## config.mk

```make
export PLATFORM = sky130hd
export DESIGN_NAME = psbs_top
export DESIGN_NICKNAME = d
export VERILOG_FILES = /design/src/design/psbs_flag.v /design/src/design/psbs_top.v
export VERILOG_INCLUDE_DIRS = /design/src /design/src/design
export SDC_FILE = /design/constraint.sdc
export NUM_CORES = 1
export LEC_CHECK = 0
export BUFFER_PORTS_ARGS = -buffer_cell sky130_fd_sc_hd__clkbuf_2
export CAP_MARGIN = 30
export CELL_PAD_IN_SITES_DETAIL_PLACEMENT = 1
export CELL_PAD_IN_SITES_GLOBAL_PLACEMENT = 1
export CORE_UTILIZATION = 39
export DETAILED_ROUTE_END_ITERATION = 6
export HOLD_SLACK_MARGIN = 0.1
export PLACE_DENSITY_LB_ADDON = 0.1
export SETUP_SLACK_MARGIN = 0.02
export SYNTH_ARGS = -nofsm -noshare
export SYNTH_HDL_FRONTEND = slang
export SYNTH_SLANG_ARGS = --single-unit
```

## constraint.sdc

```tcl
create_clock -name pclk -period 5.5 [get_ports pclk]
set_clock_uncertainty 0.2 [all_clocks]
set_input_delay 0.825 -clock pclk [delete_from_list [all_inputs] [get_ports pclk]]
set_output_delay 0.825 -clock pclk [all_outputs]
set_load 0.05 [all_outputs]
```

## src/design/psbs_defines.vh

```
// psbs_defines.vh: offsets, field positions and reset values of the
// parallel slave buffer status block.
// assumes: included by bare name from the design files under design/.
`ifndef PSBS_DEFINES_VH
`define PSBS_DEFINES_VH

// register byte offsets on the apb bus
`define PSBS_ADDR_W 8
`define PSBS_OFS_STATUS 8'h00
`define PSBS_OFS_CTRL 8'h04
`define PSBS_OFS_INT_STATUS 8'h08
`define PSBS_OFS_INT_MASK 8'h0C

// parallel_slave_status field positions
`define PSBS_BIT_IN_ALL_FULL 15
`define PSBS_BIT_IN_OVERFLOW 14
`define PSBS_IN_FULL_HI 11
`define PSBS_IN_FULL_LO 8
`define PSBS_BIT_OUT_ALL_EMPTY 7
`define PSBS_BIT_OUT_UNDERFLOW 6
`define PSBS_OUT_EMPTY_HI 3
`define PSBS_OUT_EMPTY_LO 0
`define PSBS_STATUS_RESET 32'h0000008F

// control register
`define PSBS_BIT_SLAVE_EN 0
`define PSBS_CTRL_RESET 1'b0

// interrupt status and mask layout
`define PSBS_INT_W 4
`define PSBS_INT_OVERFLOW 0
`define PSBS_INT_UNDERFLOW 1
`define PSBS_INT_IN_FULL 2
`define PSBS_INT_OUT_EMPTY 3
`define PSBS_INT_RESET 4'h0

// buffer count and synchroniser depth
`define PSBS_NBUF 4
`define PSBS_SYNC_STAGES 2

`endif

```

## src/design/psbs_flag.v

```verilog
// psbs_flag.v: one sticky status flag with set and clear inputs.
// assumes: set and clear are single-cycle pulses on pclk.
module psbs_flag #(
    parameter RESET_VAL = 1'b0
)
(
    // clock and reset
    input wire pclk,
    input wire presetn,
    // control
    input wire set_i,
    input wire clr_i,
    // state
    output reg flag_reg
);

    // set has priority so an event coinciding with a clear is kept
    always @(posedge pclk or negedge presetn)
    begin
        if (!presetn)
        begin
            flag_reg <= RESET_VAL;
        end
        else if (set_i)
        begin
            flag_reg <= 1'b1;
        end
        else if (clr_i)
        begin
            flag_reg <= 1'b0;
        end
    end

endmodule // psbs_flag

```

## src/design/psbs_top.v

```verilog
// psbs_top.v: status logic of a parallel slave port with four input and
// four output byte buffers, reached by software over apb.
// assumes: external master strobes arrive asynchronously on pins, one per
// buffer; software buffer strobes are single-cycle pulses on pclk.
`include "psbs_defines.vh"

module psbs_top #(
    parameter NBUF = `PSBS_NBUF
)
(
    // apb clock and reset
    input wire pclk,
    input wire presetn,
    // apb slave
    input wire psel,
    input wire penable,
    input wire pwrite,
    input wire [`PSBS_ADDR_W-1:0] paddr,
    input wire [31:0] pwdata,
    output reg [31:0] prdata_reg,
    output reg pready_reg,
    output reg pslverr_reg,
    // external master strobes, asynchronous pins
    input wire [NBUF-1:0] ext_in_wr,
    input wire [NBUF-1:0] ext_out_rd,
    // software side buffer strobes
    input wire [NBUF-1:0] sw_in_rd,
    input wire [NBUF-1:0] sw_out_wr,
    // flags towards the buffer logic
    output wire [NBUF-1:0] in_buf_full_n,
    output wire [NBUF-1:0] out_buf_empty_n,
    output reg slave_en_reg,
    // interrupt
    output reg irq_reg
);

    // synchronisers and edge detection of the pin strobes
    reg [NBUF-1:0] in_wr_meta_reg;
    reg [NBUF-1:0] in_wr_sync_reg;
    reg [NBUF-1:0] in_wr_last_reg;
    reg [NBUF-1:0] out_rd_meta_reg;
    reg [NBUF-1:0] out_rd_sync_reg;
    reg [NBUF-1:0] out_rd_last_reg;
    wire [NBUF-1:0] ext_wr_pulse;
    wire [NBUF-1:0] ext_rd_pulse;

    // status and interrupt state
    reg in_overflow_reg;
    reg out_underflow_reg;
    reg in_overflow_next;
    reg out_underflow_next;
    reg [`PSBS_INT_W-1:0] int_status_reg;
    reg [`PSBS_INT_W-1:0] int_status_next;
    reg [`PSBS_INT_W-1:0] int_mask_reg;
    reg [`PSBS_INT_W-1:0] int_taken_reg;
    reg in_all_full_last_reg;
    reg out_all_empty_last_reg;
    wire in_all_full;
    wire out_all_empty;
    wire overflow_evt;
    wire underflow_evt;
    wire [`PSBS_INT_W-1:0] int_events;

    // bus decode
    wire access;
    wire capture;
    wire done;
    wire wr_done;
    wire rd_done;
    reg addr_ok;
    reg [31:0] rdata_mux;
    wire [31:0] status_word;

    always @(posedge pclk or negedge presetn)
    begin
        if (!presetn)
        begin
            in_wr_meta_reg <= {NBUF{1'b0}};
            in_wr_sync_reg <= {NBUF{1'b0}};
            in_wr_last_reg <= {NBUF{1'b0}};
            out_rd_meta_reg <= {NBUF{1'b0}};
            out_rd_sync_reg <= {NBUF{1'b0}};
            out_rd_last_reg <= {NBUF{1'b0}};
        end
        else
        begin
            in_wr_meta_reg <= ext_in_wr;
            in_wr_sync_reg <= in_wr_meta_reg;
            in_wr_last_reg <= in_wr_sync_reg;
            out_rd_meta_reg <= ext_out_rd;
            out_rd_sync_reg <= out_rd_meta_reg;
            out_rd_last_reg <= out_rd_sync_reg;
        end
    end

    // outside slave mode the external strobes are ignored
    assign ext_wr_pulse = (in_wr_sync_reg & ~in_wr_last_reg) &
                          {NBUF{slave_en_reg}};
    assign ext_rd_pulse = (out_rd_sync_reg & ~out_rd_last_reg) &
                          {NBUF{slave_en_reg}};

    // per-buffer flags
    genvar i;
    generate
        for (i = 0; i < NBUF; i = i + 1)
        begin : g_buf
            psbs_flag #(
                .RESET_VAL(1'b0)
            ) u_in_full (
                .pclk(pclk),
                .presetn(presetn),
                .set_i(ext_wr_pulse[i]),
                .clr_i(sw_in_rd[i]),
                .flag_reg(in_buf_full_n[i])
            );
            psbs_flag #(
                .RESET_VAL(1'b1)
            ) u_out_empty (
                .pclk(pclk),
                .presetn(presetn),
                .set_i(ext_rd_pulse[i]),
                .clr_i(sw_out_wr[i]),
                .flag_reg(out_buf_empty_n[i])
            );
        end
    endgenerate

    assign in_all_full = &in_buf_full_n;
    assign out_all_empty = &out_buf_empty_n;

    // a write hitting an already full buffer, a read of an empty one
    assign overflow_evt = |(ext_wr_pulse & in_buf_full_n);
    assign underflow_evt = |(ext_rd_pulse & out_buf_empty_n);

    // apb phases: one wait state, so read data is captured a cycle early
    assign access = psel & penable;
    assign capture = access & ~pready_reg;
    assign done = access & pready_reg;
    assign wr_done = done & pwrite & addr_ok;
    assign rd_done = done & ~pwrite & addr_ok;

    always @*
    begin
        case (paddr)
            `PSBS_OFS_STATUS: addr_ok = 1'b1;
            `PSBS_OFS_CTRL: addr_ok = 1'b1;
            `PSBS_OFS_INT_STATUS: addr_ok = 1'b1;
            `PSBS_OFS_INT_MASK: addr_ok = 1'b1;
            default: addr_ok = 1'b0;
        endcase
    end

    // error flags: hardware sets, software clears by writing 0
    always @*
    begin
        in_overflow_next = in_overflow_reg;
        out_underflow_next = out_underflow_reg;
        if (wr_done && paddr == `PSBS_OFS_STATUS)
        begin
            if (!pwdata[`PSBS_BIT_IN_OVERFLOW])
            begin
                in_overflow_next = 1'b0;
            end
            if (!pwdata[`PSBS_BIT_OUT_UNDERFLOW])
            begin
                out_underflow_next = 1'b0;
            end
        end
        if (overflow_evt)
        begin
            in_overflow_next = 1'b1;
        end
        if (underflow_evt)
        begin
            out_underflow_next = 1'b1;
        end
    end

    // read-only fields ignore writes; unimplemented bits stay zero
    assign status_word = {16'h0000,
                          in_all_full,
                          in_overflow_reg,
                          2'b00,
                          in_buf_full_n,
                          out_all_empty,
                          out_underflow_reg,
                          2'b00,
                          out_buf_empty_n};

    always @*
    begin
        case (paddr)
            `PSBS_OFS_STATUS: rdata_mux = status_word;
            `PSBS_OFS_CTRL: rdata_mux = {31'h00000000, slave_en_reg};
            `PSBS_OFS_INT_STATUS: rdata_mux = {28'h0000000, int_status_reg};
            `PSBS_OFS_INT_MASK: rdata_mux = {28'h0000000, int_mask_reg};
            default: rdata_mux = 32'h00000000;
        endcase
    end

    // interrupt events: errors and the aggregate flags becoming true
    assign int_events = {out_all_empty & ~out_all_empty_last_reg,
                         in_all_full & ~in_all_full_last_reg,
                         underflow_evt,
                         overflow_evt};

    // a read clears only the bits it returned, so later events survive
    always @*
    begin
        int_status_next = int_status_reg;
        if (rd_done && paddr == `PSBS_OFS_INT_STATUS)
        begin
            int_status_next = int_status_reg & ~int_taken_reg;
        end
        int_status_next = int_status_next | int_events;
    end

    always @(posedge pclk or negedge presetn)
    begin
        if (!presetn)
        begin
            in_overflow_reg <= 1'b0;
            out_underflow_reg <= 1'b0;
            int_status_reg <= `PSBS_INT_RESET;
            in_all_full_last_reg <= 1'b0;
            out_all_empty_last_reg <= 1'b1;
            irq_reg <= 1'b0;
        end
        else
        begin
            in_overflow_reg <= in_overflow_next;
            out_underflow_reg <= out_underflow_next;
            int_status_reg <= int_status_next;
            in_all_full_last_reg <= in_all_full;
            out_all_empty_last_reg <= out_all_empty;
            irq_reg <= |(int_status_next & int_mask_reg);
        end
    end

    // control and mask registers
    always @(posedge pclk or negedge presetn)
    begin
        if (!presetn)
        begin
            slave_en_reg <= `PSBS_CTRL_RESET;
            int_mask_reg <= `PSBS_INT_RESET;
        end
        else if (wr_done)
        begin
            if (paddr == `PSBS_OFS_CTRL)
            begin
                slave_en_reg <= pwdata[`PSBS_BIT_SLAVE_EN];
            end
            if (paddr == `PSBS_OFS_INT_MASK)
            begin
                int_mask_reg <= pwdata[`PSBS_INT_W-1:0];
            end
        end
    end

    // bus response
    always @(posedge pclk or negedge presetn)
    begin
        if (!presetn)
        begin
            pready_reg <= 1'b0;
            pslverr_reg <= 1'b0;
            prdata_reg <= 32'h00000000;
            int_taken_reg <= `PSBS_INT_RESET;
        end
        else if (capture)
        begin
            pready_reg <= 1'b1;
            pslverr_reg <= ~addr_ok;
            prdata_reg <= pwrite ? 32'h00000000 : rdata_mux;
            int_taken_reg <= int_status_reg;
        end
        else
        begin
            pready_reg <= 1'b0;
            pslverr_reg <= 1'b0;
            prdata_reg <= 32'h00000000;
        end
    end

endmodule // psbs_top

```

; Word-level counts from Yosys, hierarchy flattened
; Index checks and enable logic that the tools add are counted.
[word_totals]
reg_bits = 84
inputBits = 61
out_inout_bits = 44
elab_cells = 109
[op_classes]
n_eq_ne = 5
mux = 29
bitwise = 26
n_reduce_logical = 23
[op_table]
columns = cell, n
row1 = two-way mux 32 bit, 2
row2 = one-hot mux 16 bit (4 select lines), 1
row3 = AND 4 bit, 8
row4 = two-way mux 1 bit, 25
row5 = nonzero test 2 bit, 10
row6 = "equality test 8 x 4 -> 1 bit, second input constant", 2
row7 = OR reduction 4 bit, 4
row8 = inverter 4 bit, 3
row9 = AND 1 bit, 9
row10 = "equality test 8 x 3 -> 1 bit, second input constant", 1
row11 = logical NOT 8 bit, 1
row12 = AND reduction 2 bit, 4
row13 = AND reduction 4 bit, 2
row14 = inverter 1 bit, 5
row15 = two-way mux 4 bit, 1
row16 = "!= test 2 x 1 -> 1 bit, second input constant", 2
row17 = bitwise OR 4 bit, 1
row18 = logical AND 1 bit, 2

; Depth between registers and ports, before layout
[logic_depth]
depth_word = 9
mapped_depth = 6
mapped_depth_nobuf = 4

; Hierarchy
; A second synthesis with hierarchy kept.
[unflattened]
cells_unflattened = 197
area_unflattened_um2 = 2575.0
[modules_own_cells]
columns = module, instances, cells_per_inst, area_each_um2, seq_area_each_um2
row1 = psbs_top, 1, 173, 2279.7, 1402.6
row2 = psbs_flag at g_buf[0].u_out_empty ..., 4, 3, 37.5, 26.3
row3 = psbs_flag at g_buf[0].u_in_full ..., 4, 3, 36.3, 25.0

; Worst setup path after synthesis
; Ideal clock, no wire load.
[synth_timing]
kind = input to register
start = in paddr[1]
end = reg int_mask_reg[0]
t_arrival_ns = 2.237
required_time_ns = 5.175
setup_slack_ns = 2.938
cell_stages = 5
n_path_buf = 1
cell_sequence = nor4_4 > nand2_2 > or4_4 > buf_6 > mux2_4
[synth_between]
elab_chain_len = 5
word_cells_on_any_way = 8
classes_between = eq/ne: 3 / mux: 1 / bitwise: 1 / reduce/logical: 3
[synth_rtl]
columns = element, line
row1 = from (decl), psbs_top.v:18  ; input wire [`PSBS_ADDR_W-1:0] paddr,
row2 = "equality test 8 x 4 -> 1 bit, or another cell as far along", psbs_top.v:144  ; case (paddr)
row3 = OR reduction 4 bit (no line), n/a
row4 = two-way mux 1 bit, psbs_top.v:144
row5 = AND 1 bit, psbs_top.v:139  ; assign wr_done = done & pwrite & addr_ok;
row6 = AND reduction 2 bit (no line) *, n/a
row7 = to (signal assigned), psbs_top.v:246  ; int_mask_reg <= `PSBS_INT_RESET;
row8 = to (signal assigned), psbs_top.v:256  ; int_mask_reg <= pwdata[`PSBS_INT_W-1:0];
row9 = to (decl), psbs_top.v:54  ; reg [`PSBS_INT_W-1:0] int_mask_reg;
; Every way passes the cells marked *; elsewhere a longest branch is shown, timed or not.
; A chain may end at the register's enable or synchronous reset.

; Final worst setup path
[layout_timing]
start = in paddr[1]
end = reg int_mask_reg[2]
; Same word-level chain as after synthesis.

==> flow_summary.ini <==
[worst_hold_path]
holdCritStartpoint = in_wr_meta_reg[3]$_DFF_PN0_
hp-class = reg2reg
min_path_cells = 0
holdPathEnd = in_wr_sync_reg[3]$_DFF_PN0_

[critical_path]
endpoint_kind = register
rrSetupSlack_ps = 3480
reg2reg_to = prdata_reg[7]$_DFF_PN0_
worstPathArrival_ps = 2470
crit_required_ps = 5510
path_max_fanout = 7
r2r_cells = 4
start_kind = input pin
path_class = in2reg
r2r-start = pready_reg$_DFF_PN0_

[drt]
dr.pass1.iters = 6
via_count = 1697
viasPerCell = 4.85
route.detailed.drc = 8
wirelength_um = 5180
drt_iter0_drc = 91
wl_per_cell_um = 14.8
ant_nets = 0

[grt]
grt_busiest_layer = met2
grt-ovfl-total = 0
gr-usage-met2_pct = 23.9
grt.met3_usage_pct = 4.15
grt_pass1_wl_um = 8600
grt_pass1_vias = 1663
use_met1_pct = 22.6
antenna_found_initial = 0
track_usage_pct = 16.3
grt_max_degree = 65

[timing]
slew_violations = 0
final-hold-violation-count = 0
worst_pin_slew_ps = 789
relSlewSlack_pct = 47.4
grt_setup_unrepaired = no
fin_ws_ps = 3050
min_period_ps = 2450
max_freq_mhz = 407
tns_ps = 0
fin_crit_sh_pct = 44.6
finalSetupViolCount = 0

[die]
io_pins = 105
die_h_um = 84.1
start_util_pct = 40.9
fp.dieW_um = 84.1
die-area_um2 = 7070
placement_rows = 29
core_um2 = 6420

[clock_network]
htreeDepth = 3
cts_setup_buffers = 0
root_buffer = clkbuf_8
cts-resized-gates = 0
clockBufferDepth = 2
clock_sinks = 64
clk_latency_ps = 340
holdBufCountCts = 0
cts_buffers = 9
clk_pin_slew_worst_paths_ps = 70
cts_tree = built

[placed_design]
hpwl_um = 3710
place_ws_ps = 2700
gp_congestion = 0.770
port_buffers = 58

[power]
pwr-share-clk_pct = 41.7
swShare_pct = 24.9
ir_worst_vdd_mv = 0.153
pwr_density_cell_nw_per_um2 = 313
p_leak_nw = 1.49
p_int_uw = 717
power_frac_seq_pct = 50.9
comb_power_share_pct = 7.4
switchingPower_uw = 237

[cells_and_area]
largest_register_ffs = 12
regArea_um2 = 1610
multi_input_area_um2 = 803
drive_gt1_share_pct = 34.4
synthToLayoutAreaGrowth_pct = 16.1
diodes = 0
fillCellCount = 723
nNetsFinal = 329

[run_status]
status = finished, violations left
violations = design-rule violations

[logic_synthesis]
synthFlopType = dfrtp_1
synth-edff-count = 0
ys_async_sr_fraction_pct = 100
seq_area_frac_synth_pct = 61.2
syn_inst = 213
synth.cell_area_um2 = 2630
yosys_warnings = 0
yosys.cell_types.count = 42
synth_seq_cells = 64
avgSynthCellArea_um2 = 12.3

[flow_run]
max-cap-violations = 0
## through the flow
step | std cells | power (mW) | cell area, µm² | utilization (%) | hold WS [ps]
after floorplan | 232 | 0.549 | 2700 | - | 131
after global placement | 334 | 0.565 | 2850 | 44.4 | 132
after detailed placement | 334 | 0.567 | 2850 | 44.4 | 136
after CTS | 350 | 0.969 | 3050 | 47.5 | 152
after global routing | 350 | 0.994 | 3050 | 47.5 | 163
final | 350 | 0.955 | 3050 | 47.5 | 150
## synthesized netlist by cell type (2+ instances only)
| cell | instances | area (µm²) |
|---|---|---|
| a21o_1 | 3 | 22.5 |
| nor2_1 | 15 | 56.3 |
| o31ai_1 | 2 | 15.0 |
| mux2_2 | 5 | 56.3 |
| nand3_1 | 2 | 10.0 |
| nand4b_1 | 5 | 43.8 |
| buf_4 | 28 | 210 |
| o221ai_1 | 2 | 17.5 |
| nand2_1 | 7 | 26.3 |
| mux2_4 | 4 | 60.1 |
| nand3b_1 | 5 | 37.5 |
| nor2b_1 | 4 | 25.0 |
| mux2i_1 | 3 | 30.0 |
| a31oi_1 | 3 | 18.8 |
| clkbuf_1 | 4 | 15.0 |
| and2_1 | 3 | 18.8 |
| or3_1 | 2 | 12.5 |
| and4b_1 | 3 | 30.0 |
| o21ai_0 | 9 | 45.0 |
| inv_1 | 13 | 48.8 |
| and3b_1 | 2 | 17.5 |
| dfrtp_1 | 59 | 1480 |
| dfstp_2 | 5 | 131 |
| o22ai_1 | 2 | 12.5 |
| nand4_1 | 6 | 37.5 |
## worst max path at each step
stage,from,end,slack [ps]
floorplan,paddr[1],int_mask_reg[0]$_DFFE_PN0P_,2940
global placement,paddr[1],int_mask_reg[0]$_DFFE_PN0P_,2730
detailed placement,paddr[1],int_mask_reg[3]$_DFFE_PN0P_,2700
CTS,slave_en_reg$_DFFE_PN0P_,slave_en_reg,3010
global route,slave_en_reg$_DFFE_PN0P_,slave_en_reg,2950
finish,paddr[1],int_mask_reg[2]$_DFFE_PN0P_,3050
## critical path: stages
cell and delay, ps:
clkbuf_2 100, nor4_4 480, nand2_2 120, or4_4 620
mux2_4 320
## logic make-up (layout without fill, tap and decap cells)
group	Yosys count	in the layout	synth area share (%)
AND/OR/NAND/NOR	62	62	14.8
buffers and inverters	47	88	11.0
flip-flops	64	64	61.2
other	1	20	0.143
multiplexers	13	13	6.43
AO/OA/AOI/OAI	26	26	6.47
## layer usage
metal | share of wire [%] | wire, µm
met1 | 48 | 2460
met2 | 46 | 2390
met3 | 4.8 | 246
met4 | 1.6 | 85
met5 | 0 | 0
## power by group through the flow
stage	combinational, mW	clock, mW	sequential (mW)
3_5_place_dp	0.0717	0	0.495
3_3_place_gp	0.0714	0	0.494
2_1_floorplan	0.0526	0	0.496
5_1_grt	0.0769	0.430	0.487
4_1_cts	0.0718	0.411	0.486
6_report	0.0710	0.398	0.486
## placed cells by master (no fill, tap or decap), drive strengths merged, types with 2 or more instances in the layout
cell type / instances
o31ai: 2
a21o: 3
conb: 20
clkinv: 3
and2: 4
mux2: 9
dfstp: 5
or3: 2
and4b: 3
o22ai: 2
dfrtp: 59
inv: 13
o21ai: 9
clkbuf: 69
nor2: 15
nor2b: 4
o221ai: 2
nand4b: 5
mux2i: 3
nand3: 2
nand4: 6
nor4: 2
a31oi: 3
nand2: 8
and3b: 2
nand3b: 5
## final cells by class
cell class	count	area share [%]
timing repair buffer	59	9.76
inverter	13	1.60
clock inverter	5	1.85
tap	77	3.16
sequential	64	52.7
clock buffer	11	4.63
multi-input combinational	121	26.3
(Power assumes the default switching activity.)
